[config.mk]
export PLATFORM = sky130hd
export DESIGN_NAME = cpu_status_flag_register
export DESIGN_NICKNAME = d
export VERILOG_FILES = /design/src/shared/status_pkg.sv /design/src/core/cpu_status_flag_register.sv /design/src/core/status_alu.sv /design/src/core/sync3.sv
export SDC_FILE = /design/constraint.sdc
export NUM_CORES = 1
export LEC_CHECK = 0
export BUFFER_PORTS_ARGS = -buffer_cell sky130_fd_sc_hd__buf_2
export CAP_MARGIN = 20
export CORE_MARGIN = 10
export CORE_UTILIZATION = 53
export DETAILED_ROUTE_END_ITERATION = 8
export PLACE_DENSITY = 0.77
export SYNTH_ARGS = -nofsm -noshare
export SYNTH_HDL_FRONTEND = slang
export SYNTH_HIERARCHICAL = 1
export SYNTH_SLANG_ARGS = --single-unit
[constraint.sdc]
create_clock -name clk -period 3.1 [get_ports clk]
set_input_delay 0.155 -clock clk [delete_from_list [all_inputs] [get_ports clk]]
set_output_delay 0.155 -clock clk [all_outputs]
set_load 0.03 [all_outputs]
[src/shared/status_pkg.sv]
// constants for the processor status flag register
package status_pkg;
  localparam int          DATA_W      = 8;
  // apb map
  localparam logic [7:0]  STATUS_OFF  = 8'h00;
  localparam logic [7:0]  OPREQ_OFF   = 8'h04;
  localparam logic [7:0]  RESULT_OFF  = 8'h08;
  localparam logic [7:0]  EVENT_OFF   = 8'h0c;
  // field positions in the status register
  localparam int          CARRY_BIT   = 0;
  localparam int          NIBBLE_BIT  = 1;
  localparam int          ZERO_BIT    = 2;
  localparam int          SLEEP_BIT   = 3;
  localparam int          WDT_BIT     = 4;
  localparam int          BANK_BIT    = 5;
  localparam int          UPPER_BIT   = 6;
  localparam int          INDIR_BIT   = 7;
  // power-on value; arithmetic flags unknown, taken as zero
  localparam logic [7:0]  STATUS_RST  = 8'h18;
  localparam logic [7:0]  BANK_SPLIT  = 8'h80;
  // operation codes
  typedef enum logic [3:0] {
    OP_MOVE  = 4'h0, // move_acc_to_file_instr, no flags
    OP_CLR   = 4'h1, // clear_file_instr
    OP_ADD   = 4'h2, // add_acc_file_instr / add_literal_instr
    OP_SUB   = 4'h3, // sub_acc_file_instr / sub_from_literal_instr
    OP_AND   = 4'h4,
    OP_OR    = 4'h5,
    OP_XOR   = 4'h6,
    OP_RRF   = 4'h7,
    OP_RLF   = 4'h8,
    OP_BCF   = 4'h9,
    OP_BSF   = 4'ha,
    OP_SWAP  = 4'hb
  } op_e;
endpackage

[src/core/cpu_status_flag_register.sv]
// processor status flag register with alu and apb access
`timescale 1ns/1ps
module cpu_status_flag_register
  import status_pkg::*;
(
  input  wire logic        clk,
  input  wire logic        nrst,
  input  wire logic        ce,
  input  wire logic        wdtTimeout,
  input  wire logic        sleepEntry,
  input  wire logic        wdtClear,
  input  wire logic [7:0]  directAddr,
  input  wire logic        psel,
  input  wire logic        penable,
  input  wire logic        pwrite,
  input  wire logic [7:0]  paddr,
  input  wire logic [31:0] pwdata,
  output logic      [31:0] prdata,
  output logic             pready,
  output logic             pslverr,
  output logic      [7:0]  status,
  output logic      [7:0]  bankAddr,
  output logic      [7:0]  aluResult
);
  import status_pkg::*;

  logic       rstSync1_q;
  logic       rstSync1_d;
  logic       rstSync_q;
  logic       rstSync_d;
  logic       rstN;
  // release passes two flops so no state leaves reset near a clock edge
  always_comb begin
    rstSync1_d = 1'b1;
    rstSync_d  = rstSync1_q;
  end
  always_ff @(posedge clk or negedge nrst) begin
    if (!nrst) begin
      rstSync1_q <= 1'b0;
      rstSync_q  <= 1'b0;
    end else begin
      rstSync1_q <= rstSync1_d;
      rstSync_q  <= rstSync_d;
    end
  end
  assign rstN = rstSync_q;

  // pin events cross in from outside the core clock
  logic timeoutS;
  logic sleepS;
  logic clearS;
  logic timeoutPrev_q;
  logic sleepPrev_q;
  logic clearPrev_q;
  logic timeoutPrev_d;
  logic sleepPrev_d;
  logic clearPrev_d;
  sync3 uSyncTo (
    .clk  (clk),
    .rstN (rstN),
    .ce   (ce),
    .din  (wdtTimeout),
    .dout (timeoutS)
  );
  sync3 uSyncSl (
    .clk  (clk),
    .rstN (rstN),
    .ce   (ce),
    .din  (sleepEntry),
    .dout (sleepS)
  );
  sync3 uSyncCl (
    .clk  (clk),
    .rstN (rstN),
    .ce   (ce),
    .din  (wdtClear),
    .dout (clearS)
  );

  // operation request register: op[3:0], dest-is-status[4], bit select[7:5], operand a [15:8], operand b [23:16]
  logic [23:0] opReq_q;
  logic [23:0] opReq_d;
  logic        fire_q;
  logic        fire_d;
  logic [7:0]  status_q;
  logic [7:0]  status_d;
  logic [7:0]  result_q;
  logic [7:0]  result_d;
  logic [31:0] prdata_q;
  logic [31:0] prdata_d;
  logic        pready_q;
  logic        pready_d;
  logic        pslverr_q;
  logic        pslverr_d;
  logic [7:0]  bank_q;
  logic [7:0]  bank_d;

  logic [7:0]  aluOut;
  logic        zeroOut;
  logic        nibbleOut;
  logic        carryOut;
  logic        setsZero;
  logic        setsArith;
  logic        destStatus;
  logic [7:0]  operandB;

  assign destStatus = opReq_q[4];
  // a status-destined op reads the register itself as its file operand
  assign operandB   = destStatus ? status_q : opReq_q[23:16];

  status_alu uAlu (
    .op        (opReq_q[3:0]),
    .opA       (opReq_q[15:8]),
    .opB       (operandB),
    .bitSel    (opReq_q[7:5]),
    .carryIn   (status_q[CARRY_BIT]),
    .result    (aluOut),
    .zeroOut   (zeroOut),
    .nibbleOut (nibbleOut),
    .carryOut  (carryOut),
    .setsZero  (setsZero),
    .setsArith (setsArith)
  );

  logic apbAccess;
  logic apbWrite;
  logic apbRead;
  logic toRise;
  logic slRise;
  logic clRise;
  assign apbAccess = psel && penable && !pready_q;
  assign apbWrite  = apbAccess && pwrite;
  assign apbRead   = apbAccess && !pwrite;
  assign toRise    = timeoutS && !timeoutPrev_q;
  assign slRise    = sleepS && !sleepPrev_q;
  assign clRise    = clearS && !clearPrev_q;

  // edge memory follows the filtered level
  always_comb begin
    timeoutPrev_d = timeoutS;
    sleepPrev_d   = sleepS;
    clearPrev_d   = clearS;
  end

  // apb slave, one wait state: answer comes the cycle after access starts
  always_comb begin
    opReq_d   = opReq_q;
    fire_d    = 1'b0;
    pready_d  = apbAccess;
    pslverr_d = 1'b0;
    prdata_d  = 32'h0000_0000;
    if (apbAccess) begin
      // status is read-only here; a write is dropped without error
      case (paddr)
        STATUS_OFF: prdata_d = {24'h000000, status_q};
        OPREQ_OFF: begin
          prdata_d = {8'h00, opReq_q};
          if (apbWrite) begin
            opReq_d = pwdata[23:0];
            fire_d  = 1'b1;
          end
        end
        RESULT_OFF: begin
          prdata_d  = {24'h000000, result_q};
          pslverr_d = apbWrite;
        end
        EVENT_OFF: begin
          prdata_d  = {29'h0000000, clearS, sleepS, timeoutS};
          pslverr_d = apbWrite;
        end
        default: pslverr_d = 1'b1;
      endcase
    end
  end

  // status update from the executed operation
  always_comb begin
    status_d = status_q;
    result_d = result_q;
    if (fire_q) begin
      result_d = aluOut;
      if (destStatus) begin
        // the upper bank bits always take the written value
        status_d[INDIR_BIT] = aluOut[INDIR_BIT];
        status_d[UPPER_BIT] = aluOut[UPPER_BIT];
        status_d[BANK_BIT]  = aluOut[BANK_BIT];
        // zero, nibble and carry bits are written only if the op leaves them alone
        if (!setsZero) begin
          status_d[ZERO_BIT] = aluOut[ZERO_BIT];
        end
        // clear keeps nibble and carry as they were
        if (!setsArith && opReq_q[3:0] != OP_CLR) begin
          status_d[NIBBLE_BIT] = aluOut[NIBBLE_BIT];
          status_d[CARRY_BIT]  = aluOut[CARRY_BIT];
        end
        // reset-cause bits never take the written value
        status_d[WDT_BIT]   = status_q[WDT_BIT];
        status_d[SLEEP_BIT] = status_q[SLEEP_BIT];
      end
      // flag results override any written value
      if (setsZero) begin
        status_d[ZERO_BIT] = zeroOut;
      end
      if (setsArith) begin
        status_d[NIBBLE_BIT] = nibbleOut;
        status_d[CARRY_BIT]  = carryOut;
      end
      if (opReq_q[3:0] == OP_RRF || opReq_q[3:0] == OP_RLF) begin
        status_d[CARRY_BIT] = carryOut;
      end
    end
    // hardware events; later lines take priority
    if (clRise) begin
      status_d[WDT_BIT]   = 1'b1;
      status_d[SLEEP_BIT] = 1'b1;
    end
    if (slRise) begin
      status_d[WDT_BIT]   = 1'b1;
      status_d[SLEEP_BIT] = 1'b0;
    end
    if (toRise) begin
      status_d[WDT_BIT] = 1'b0;
    end
  end

  // bank-qualified address; reserved bits ignored as the device does not use them
  always_comb begin
    bank_d = status_q[BANK_BIT] ? (directAddr | BANK_SPLIT) : (directAddr & ~BANK_SPLIT);
  end

  // bus answer and operation request registers
  always_ff @(posedge clk or negedge rstN) begin
    if (!rstN) begin
      opReq_q   <= 24'h000000;
      fire_q    <= 1'b0;
      prdata_q  <= 32'h0000_0000;
      pready_q  <= 1'b0;
      pslverr_q <= 1'b0;
    end else if (ce) begin
      opReq_q   <= opReq_d;
      fire_q    <= fire_d;
      prdata_q  <= prdata_d;
      pready_q  <= pready_d;
      pslverr_q <= pslverr_d;
    end
  end

  always_ff @(posedge clk or negedge rstN) begin
    if (!rstN) begin
      status_q <= STATUS_RST;
      result_q <= 8'h00;
    end else if (ce) begin
      status_q <= status_d;
      result_q <= result_d;
    end
  end

  always_ff @(posedge clk or negedge rstN) begin
    if (!rstN) begin
      bank_q <= 8'h00;
    end else if (ce) begin
      bank_q <= bank_d;
    end
  end

  // cleared edge memory matches the idle-low pins, so reset makes no false edge
  always_ff @(posedge clk or negedge rstN) begin
    if (!rstN) begin
      timeoutPrev_q <= 1'b0;
      sleepPrev_q   <= 1'b0;
      clearPrev_q   <= 1'b0;
    end else if (ce) begin
      timeoutPrev_q <= timeoutPrev_d;
      sleepPrev_q   <= sleepPrev_d;
      clearPrev_q   <= clearPrev_d;
    end
  end

  assign prdata    = prdata_q;
  assign pready    = pready_q;
  assign pslverr   = pslverr_q;
  assign status    = status_q;
  assign bankAddr  = bank_q;
  assign aluResult = result_q;
endmodule // cpu_status_flag_register

[src/core/status_alu.sv]
// alu computing result and arithmetic flags
`timescale 1ns/1ps
module status_alu
  import status_pkg::*;
(
  input  wire logic [3:0] op,
  input  wire logic [7:0] opA,
  input  wire logic [7:0] opB,
  input  wire logic [2:0] bitSel,
  input  wire logic       carryIn,
  output logic      [7:0] result,
  output logic            zeroOut,
  output logic            nibbleOut,
  output logic            carryOut,
  output logic            setsZero,
  output logic            setsArith
);
  logic [8:0] wide;
  logic [4:0] low;
  always_comb begin
    wide      = 9'h000;
    low       = 5'h00;
    result    = opB;
    nibbleOut = 1'b0;
    carryOut  = carryIn;
    setsZero  = 1'b0;
    setsArith = 1'b0;
    case (op)
      OP_MOVE: result = opA;
      OP_CLR: begin
        result   = 8'h00;
        setsZero = 1'b1;
      end
      OP_ADD: begin
        wide      = {1'b0, opA} + {1'b0, opB};
        low       = {1'b0, opA[3:0]} + {1'b0, opB[3:0]};
        result    = wide[7:0];
        nibbleOut = low[4];
        carryOut  = wide[8];
        setsZero  = 1'b1;
        setsArith = 1'b1;
      end
      OP_SUB: begin
        // b - a as b + ~a + 1, so carry reads as not-borrow
        wide      = {1'b0, opB} + {1'b0, ~opA} + 9'h001;
        low       = {1'b0, opB[3:0]} + {1'b0, ~opA[3:0]} + 5'h01;
        result    = wide[7:0];
        nibbleOut = low[4];
        carryOut  = wide[8];
        setsZero  = 1'b1;
        setsArith = 1'b1;
      end
      OP_AND: begin
        result   = opA & opB;
        setsZero = 1'b1;
      end
      OP_OR: begin
        result   = opA | opB;
        setsZero = 1'b1;
      end
      OP_XOR: begin
        result   = opA ^ opB;
        setsZero = 1'b1;
      end
      OP_RRF: begin
        result   = {carryIn, opB[7:1]};
        carryOut = opB[0];
      end
      OP_RLF: begin
        result   = {opB[6:0], carryIn};
        carryOut = opB[7];
      end
      OP_BCF: result = opB & ~(8'h01 << bitSel);
      OP_BSF: result = opB | (8'h01 << bitSel);
      OP_SWAP: result = {opB[3:0], opB[7:4]};
      default: result = opB;
    endcase
    zeroOut = (result == 8'h00);
  end
endmodule // status_alu

[src/core/sync3.sv]
// three-stage synchroniser with agreement filter
`timescale 1ns/1ps
module sync3 (
  input  wire logic clk,
  input  wire logic rstN,
  input  wire logic ce,
  input  wire logic din,
  output logic      dout
);
  logic [2:0] pipe_q;
  logic [2:0] pipe_d;
  logic       out_q;
  logic       out_d;
  always_comb begin
    pipe_d = {pipe_q[1:0], din};
    out_d  = (pipe_q[2] == pipe_q[1]) ? pipe_q[2] : out_q;
  end
  always_ff @(posedge clk or negedge rstN) begin
    if (!rstN) begin
      pipe_q <= 3'h0;
      out_q  <= 1'b0;
    end else if (ce) begin
      pipe_q <= pipe_d;
      out_q  <= out_d;
    end
  end
  assign dout = out_q;
endmodule // sync3

# == Word level (Yosys, flattened, before mapping) ==
# Cells that the tools add are included.
# word_totals
inputBits,57
out_inout_bits,58
wordCells,119
reg_bits,100
# op_classes
addsub,6
n_mux,24
reduce_logical,38
bitwise_logic,8
eq_ne,18
n_shift,1
# ops
op,n
24-bit one-hot mux with 4 select lines,1
8-bit one-hot mux with 12 select lines,1
24-bit 2-to-1 mux,1
8-bit by 8-bit adder with 9-bit output,2
8-bit bitwise AND,2
4-bit by 3-bit equality test with 1-bit output (second input constant),4
4-bit equality test (second input constant),4
8-bit by 4-bit equality test with 1-bit output (second input constant),2
8-bit logical NOT,2
8-bit 2-to-1 mux,2
8-bit inverter,2
8-bit bitwise OR,2
2-bit AND reduction,6
4-bit AND reduction,3
4-bit by 4-bit adder with 5-bit output,2
1-bit 2-to-1 mux,10
9-bit by 1-bit adder with 9-bit output (second input constant),1
3-bit nonzero test,3
4-bit by 2-bit equality test with 1-bit output (second input constant),2
8-bit by 3-bit equality test with 1-bit output (second input constant),1
2-bit 2-to-1 mux,4
2-bit nonzero test,4
1-bit by 3-bit << shifter with 8-bit output (first input constant),1
8-bit XOR,1
other kinds (16),32

# == Longest topological paths before layout ==
# logic_depth
depth_word,13
depth_mapped,15
ltp_nobuf,14

# == Cells and area by module ==
# Netlist, hierarchy kept.
# modules_own_cells
module,area_per_inst_um2,n_inst,cells_per_inst,seq_area_each_um2
cpu_status_flag_register,3480.8,1,245,2004.4
status_alu,1885.6,1,299,0.0
sync3,156.4,3,10,100.1

# == Worst setup path before layout ==
# OpenSTA, ideal clock, no wires.
# synth_timing
path_type,register to register
from,reg opReq_q[4]
to,"reg status_q[2], in the netlist status[2]"
setup_ns,0.083
stages_incl_launch_ff,16
synth_period_minus_slack_ns,3.980
setup_slack_ns,-0.880
arrival_time_ns,3.897
cell_sequence,dfrtp_1 -> clkbuf_1 -> mux2_2 -> inv_1 -> ha_1 -> inv_1 -> fa_1 -> mux2_4 -> a221oi_2 -> nor2_1 -> a221o_1 -> or4b_1 -> or4_1 -> nor4_2 -> a21oi_1 -> o21ai_0
# synth_via
word_cells_on_any_way,16
classes_between,add/sub (3); mux (5); bitwise (5); reduce/logical (3)
# synth_lines
element,line,source
start: declaration,cpu_status_flag_register.sv:81,logic [23:0] opReq_q;
start signal: assignment,cpu_status_flag_register.sv:240,opReq_q <= opReq_d;
8-bit 2-to-1 mux (*),cpu_status_flag_register.sv:109,assign operandB = destStatus ? status_q : opReq_q[23:16];
net operandB[0],cpu_status_flag_register.sv:105,logic [7:0] operandB;
8-bit by 8-bit adder with 9-bit output,status_alu.sv:45,"wide = {1'b0, opB} + {1'b0, ~opA} + 9'h001;"
9-bit by 1-bit adder with 9-bit output,status_alu.sv:45,
8-bit one-hot mux with 12 select lines (*),status_alu.sv:28,case (op)
net aluOut[1],cpu_status_flag_register.sv:98,logic [7:0] aluOut;
8-bit logical NOT (*),status_alu.sv:78,zeroOut = (result == 8'h00);
net zeroOut,cpu_status_flag_register.sv:99,logic zeroOut;
1-bit 2-to-1 mux (*),cpu_status_flag_register.sv:201,if (setsZero) begin
end signal: assignment,cpu_status_flag_register.sv:253,status_q <= status_d;
end: declaration,cpu_status_flag_register.sv:85,logic [7:0] status_q;
# The timed path passes the listed nets; every way through them passes the cells marked *. The select of a mux whose other input is x is not followed.
# A chain may end at the register's enable or synchronous reset.

# == Worst setup path after layout ==
# Same ends and word-level chain as after synthesis.

==> flow_metrics.env <==
export IMPL_outcome="complete, but fails checks"
export IMPL_violations="setup timing"
export IMPL_met2_usage_pct=38.93
export IMPL_num_rows=38
export IMPL_max_clock_freq_mhz=267.0
export IMPL_numCtsBuffers=9
export IMPL_ys_types=76
export IMPL_synthCells=574
export IMPL_arrival_ns=4.05
export IMPL_synthArstFlopShare_pct=100.0
export IMPL_synth_edff_count=0
export IMPL_slowest_stage="or4b_1"
export IMPL_numClockSinks=92
export IMPL_drtIter0Drc=547
export IMPL_slew_headroom_pct=27.27
export IMPL_synth_seq_cells=92
export IMPL_met1_usage_pct=32.02
export IMPL_n_fill_cell=793
export IMPL_end_kind="register"
export IMPL_worst_slew_pin_slew_ns=1.076
export IMPL_clock_path_buffers=2
export IMPL_first_global_vias=5510
export IMPL_p_per_area_mw_per_mm2=341.1
export IMPL_clockRootBuffer="clkbuf_8"
export IMPL_track_usage_pct=24.58
export IMPL_antenna_cells=0
export IMPL_area_growth_pct=31.39
export IMPL_final_hold_viol_count=0
export IMPL_htreeDepth=3
export IMPL_crit_path_cell_trace="mux2_4 -> inv_2 -> ha_1 -> inv_1 -> fa_1 -> mux2_4 -> a221oi_2 -> nor2_1 -> a221o_1 -> or4b_1 -> or4_4 -> nor4_4 -> a21oi_2 -> o21ai_1"
export IMPL_clkTransAtPathRegs_ns=0.10
export IMPL_die_w_um=124.9
export IMPL_final_max_slew_violation_count=0
export IMPL_nets=833
export IMPL_io_pins=115
export IMPL_wire_per_inst_um=22.28
export IMPL_crit_path_start_kind="register"
export IMPL_first_pass_iters=5
export IMPL_final_antenna_net_count=0
export IMPL_min_period_ns=3.745
export IMPL_vdd_drop_max_mv=0.4243
export IMPL_cpPeakStageDelay_ns=0.49
export IMPL_grt_start_max_net_pins=63
export IMPL_synthFlopType="dfrtp_1"
export IMPL_fin_ws_ns=-0.6449
export IMPL_die_y_um=124.9
export IMPL_fin_crit_sh_pct=120.8
export IMPL_rsz0062_at_grt="yes"
export IMPL_placed_area_mm2=0.006992
export IMPL_setup_violations_final=7
export IMPL_grt_busiest_layer="met2"
export IMPL_crit_top_cell="mux2_4"
export IMPL_yosys_warnings=6
export IMPL_wirelength_mm=20.10
export IMPL_design_area_mm2=0.007667
export IMPL_finalWeightedCongestion=0.9430
export IMPL_drive_gt1_share_pct=41.47
export IMPL_cp_max_fo=3
export IMPL_initial_utilization_pct=54.07
export IMPL_antenna_found_initial=0
export IMPL_synth_cell_area_mm2=0.005836
export IMPL_via_per_inst=6.059
export IMPL_power_leakage_nw=3.722
export IMPL_dieArea_mm2=0.01561
export IMPL_core_area_mm2=0.01079
export IMPL_setup_tns_final_ns=-1.388
export IMPL_finClkSkew_ns=0.01802
export IMPL_insertion_delay_ns=0.38
export IMPL_drv_cap=0
export IMPL_drc=0
export IMPL_synth_seq_area_share_pct=39.49
export IMPL_hpwl_mm=15.08
export IMPL_io_buffer_count=97
export IMPL_met3_usage_pct=7.098
export IMPL_grt_first_pass_wirelength_mm=31.05
export IMPL_grt_overflow_total=0
export IMPL_syn_area_per_cell_um2=10.17
export IMPL_hold_class="in -> reg"
export IMPL_vias=5465
export IMPL_worstSetupPathType="reg -> reg"
export IMPL_crit_required_ns=3.40
export IMPL_cts_tree="yes"
-- cells in the final DEF, fill, tap and decap left out, types with 4 or more instances in the layout --
| cell type | n |
|---|---|
| a21oi_1 | 25 |
| a21oi_2 | 5 |
| a221oi_1 | 4 |
| a22o_1 | 31 |
| a31oi_1 | 7 |
| a32oi_1 | 4 |
| and3_1 | 4 |
| buf_2 | 97 |
| buf_4 | 87 |
| buf_6 | 5 |
| clkbuf_8 | 9 |
| conb_1 | 9 |
| dfrtp_1 | 89 |
| dlygate4sd3_1 | 20 |
| ha_1 | 11 |
| ha_4 | 5 |
| inv_1 | 22 |
| mux2_2 | 39 |
| mux2_4 | 25 |
| mux2i_1 | 6 |
| nand2_1 | 31 |
| nand2b_1 | 8 |
| nand3_1 | 12 |
| nand3b_1 | 4 |
| nor2_1 | 33 |
| nor2b_1 | 12 |
| nor3_1 | 10 |
| nor3b_1 | 4 |
| o211ai_1 | 4 |
| o21ai_0 | 21 |
| o21ai_1 | 7 |
| o31ai_1 | 4 |
| xor2_1 | 4 |
-- synth_stat cells (5+ instances only) --
| cell | instances | area share (%) |
|---|---|---|
| dfrtp_1 | 90 | 39 |
| mux2_2 | 44 | 8.5 |
| nor2_1 | 34 | 2.2 |
| a21oi_1 | 31 | 2.7 |
| a22o_1 | 31 | 4.7 |
| nand2_1 | 31 | 2.0 |
| o21ai_0 | 26 | 2.2 |
| inv_1 | 23 | 1.5 |
| clkbuf_1 | 20 | 1.3 |
| mux2_4 | 20 | 5.1 |
| ha_1 | 17 | 3.6 |
| nand3_1 | 14 | 1.2 |
| nor3_1 | 13 | 1.1 |
| buf_2 | 12 | 1.0 |
| nor2b_1 | 12 | 1.3 |
| a31oi_1 | 9 | 0.96 |
| buf_4 | 8 | 1.0 |
| nand2b_1 | 8 | 0.86 |
| buf_6 | 6 | 1.2 |
| mux2i_1 | 6 | 1.0 |
| o31ai_1 | 6 | 0.77 |
| nor3b_1 | 5 | 0.64 |
| o21ai_1 | 5 | 0.43 |
-- report_power, final --
part	switching, mW	internal, mW
Sequential	0.0752	1.28
Combinational	0.218	0.194
Clock	0.459	0.387
Total	0.752	1.86
-- cell type report --
class                           count  area [um2]  area share, %
Multi-Input combinational cell    416        3426          44.68
Tap cell                          140       175.2          2.285
Sequential cell                    92        2308          30.11
Clock inverter                      7       81.33          1.061
Inverter                           26       97.59          1.273
Clock buffer                        9       123.9          1.616
Timing Repair Buffer              212        1455          18.98
-- what timing repair did --
action                                  CTS  global route
endpoints found under the setup margin    7             8
buffers inserted                          4             1
cloned                                    0             0
hold buffers                             19             1
gates resized for setup                  33            17
endpoints found under the hold margin    20             1
pin swaps                                12            16
-- logic make-up (layout without fill, tap and decap cells) --
group	after synthesis	count (layout)	share of synthesized area, %
AO/OA/AOI/OAI	159	159	19.08
XOR/XNOR	5	5	0.7504
adder cells (fa/ha/maj)	19	19	4.331
buffers and inverters	73	254	6.239
flip-flops	92	92	39.49
multiplexers	74	74	16.02
other	2	9	0.1287
AND/OR/NAND/NOR	150	150	13.96
-- layer usage --
layer | part of all wire (%) | vias up
met1 | 42 | 2705
met5 | 0 | -
li1 | - | 2474
met3 | 9.2 | 22
met4 | 1.6 | 0
met2 | 47 | 264
-- through the flow --
| stage | worst slack (ns) | hold slack, ns | util (%) | instances | power (mW) |
|---|---|---|---|---|---|
| after floorplan | -0.6050 | -0.1406 | - | 581 | 1.600 |
| after global routing | -0.7519 | 0.005260 | 71.04 | 902 | 2.724 |
| after detailed placement | -0.5948 | -0.05930 | 64.78 | 863 | 1.759 |
| after CTS | -0.6304 | 0.002123 | 70.06 | 900 | 2.625 |
| after global placement | -0.4999 | -0.05926 | 64.78 | 863 | 1.738 |
| final | -0.6449 | 0.01610 | 71.04 | 902 | 2.615 |
-- registers in the layout, summed over array words and instances, names as in the netlist --
name            count
aluResult           8
bankAddr            8
clearPrev_q         1
fire_q              1
opReq_q            24
prdata             24
pready              1
pslverr             1
rstN                1
rstSync1_q          1
sleepPrev_q         1
status              8
timeoutPrev_q       1
uSyncCl/dout        1
uSyncCl/pipe_q      3
uSyncSl/dout        1
uSyncSl/pipe_q      3
uSyncTo/dout        1
uSyncTo/pipe_q      3
-- path summary, 6_finish.rpt --
| path | startpoint | to | slack, ns | depth (start not counted) |
|---|---|---|---|---|
| min in group asynchronous | nrst | rstN$_DFF_PN0_ | 0.09 | 2 |
| worst max-delay path | opReq_q[4]$_DFFE_PN0P_ | status[2]$_DFFE_PN0P_ | -0.64 | 14 |
| worst max register to register | opReq_q[4]$_DFFE_PN0P_ | status[2]$_DFFE_PN0P_ | -0.64 | 14 |
| max in group asynchronous | rstN$_DFF_PN0_ | aluResult[7]$_DFFE_PN0P_ | 1.94 | 1 |
| worst min-delay path | pwdata[14] | opReq_q[14]$_DFFE_PN0P_ | 0.02 | 2 |
| worst min register to register | rstSync1_q$_DFF_PN0_ | rstN$_DFF_PN0_ | 0.37 | 0 |
-- worst max-delay path: cells and delay by family (launching register included) --
| family | cells | cell delay (ns) |
|---|---|---|
| and+or+nand+nor | 4 | 1.20 |
| AOI/OAI and AO/OA | 4 | 0.79 |
| muxes | 2 | 0.62 |
| adders and majority gates | 2 | 0.56 |
| DFF | 1 | 0.42 |
| buffers and inverters | 2 | 0.10 |
No activity file was read; power rests on OpenSTA's default activity.
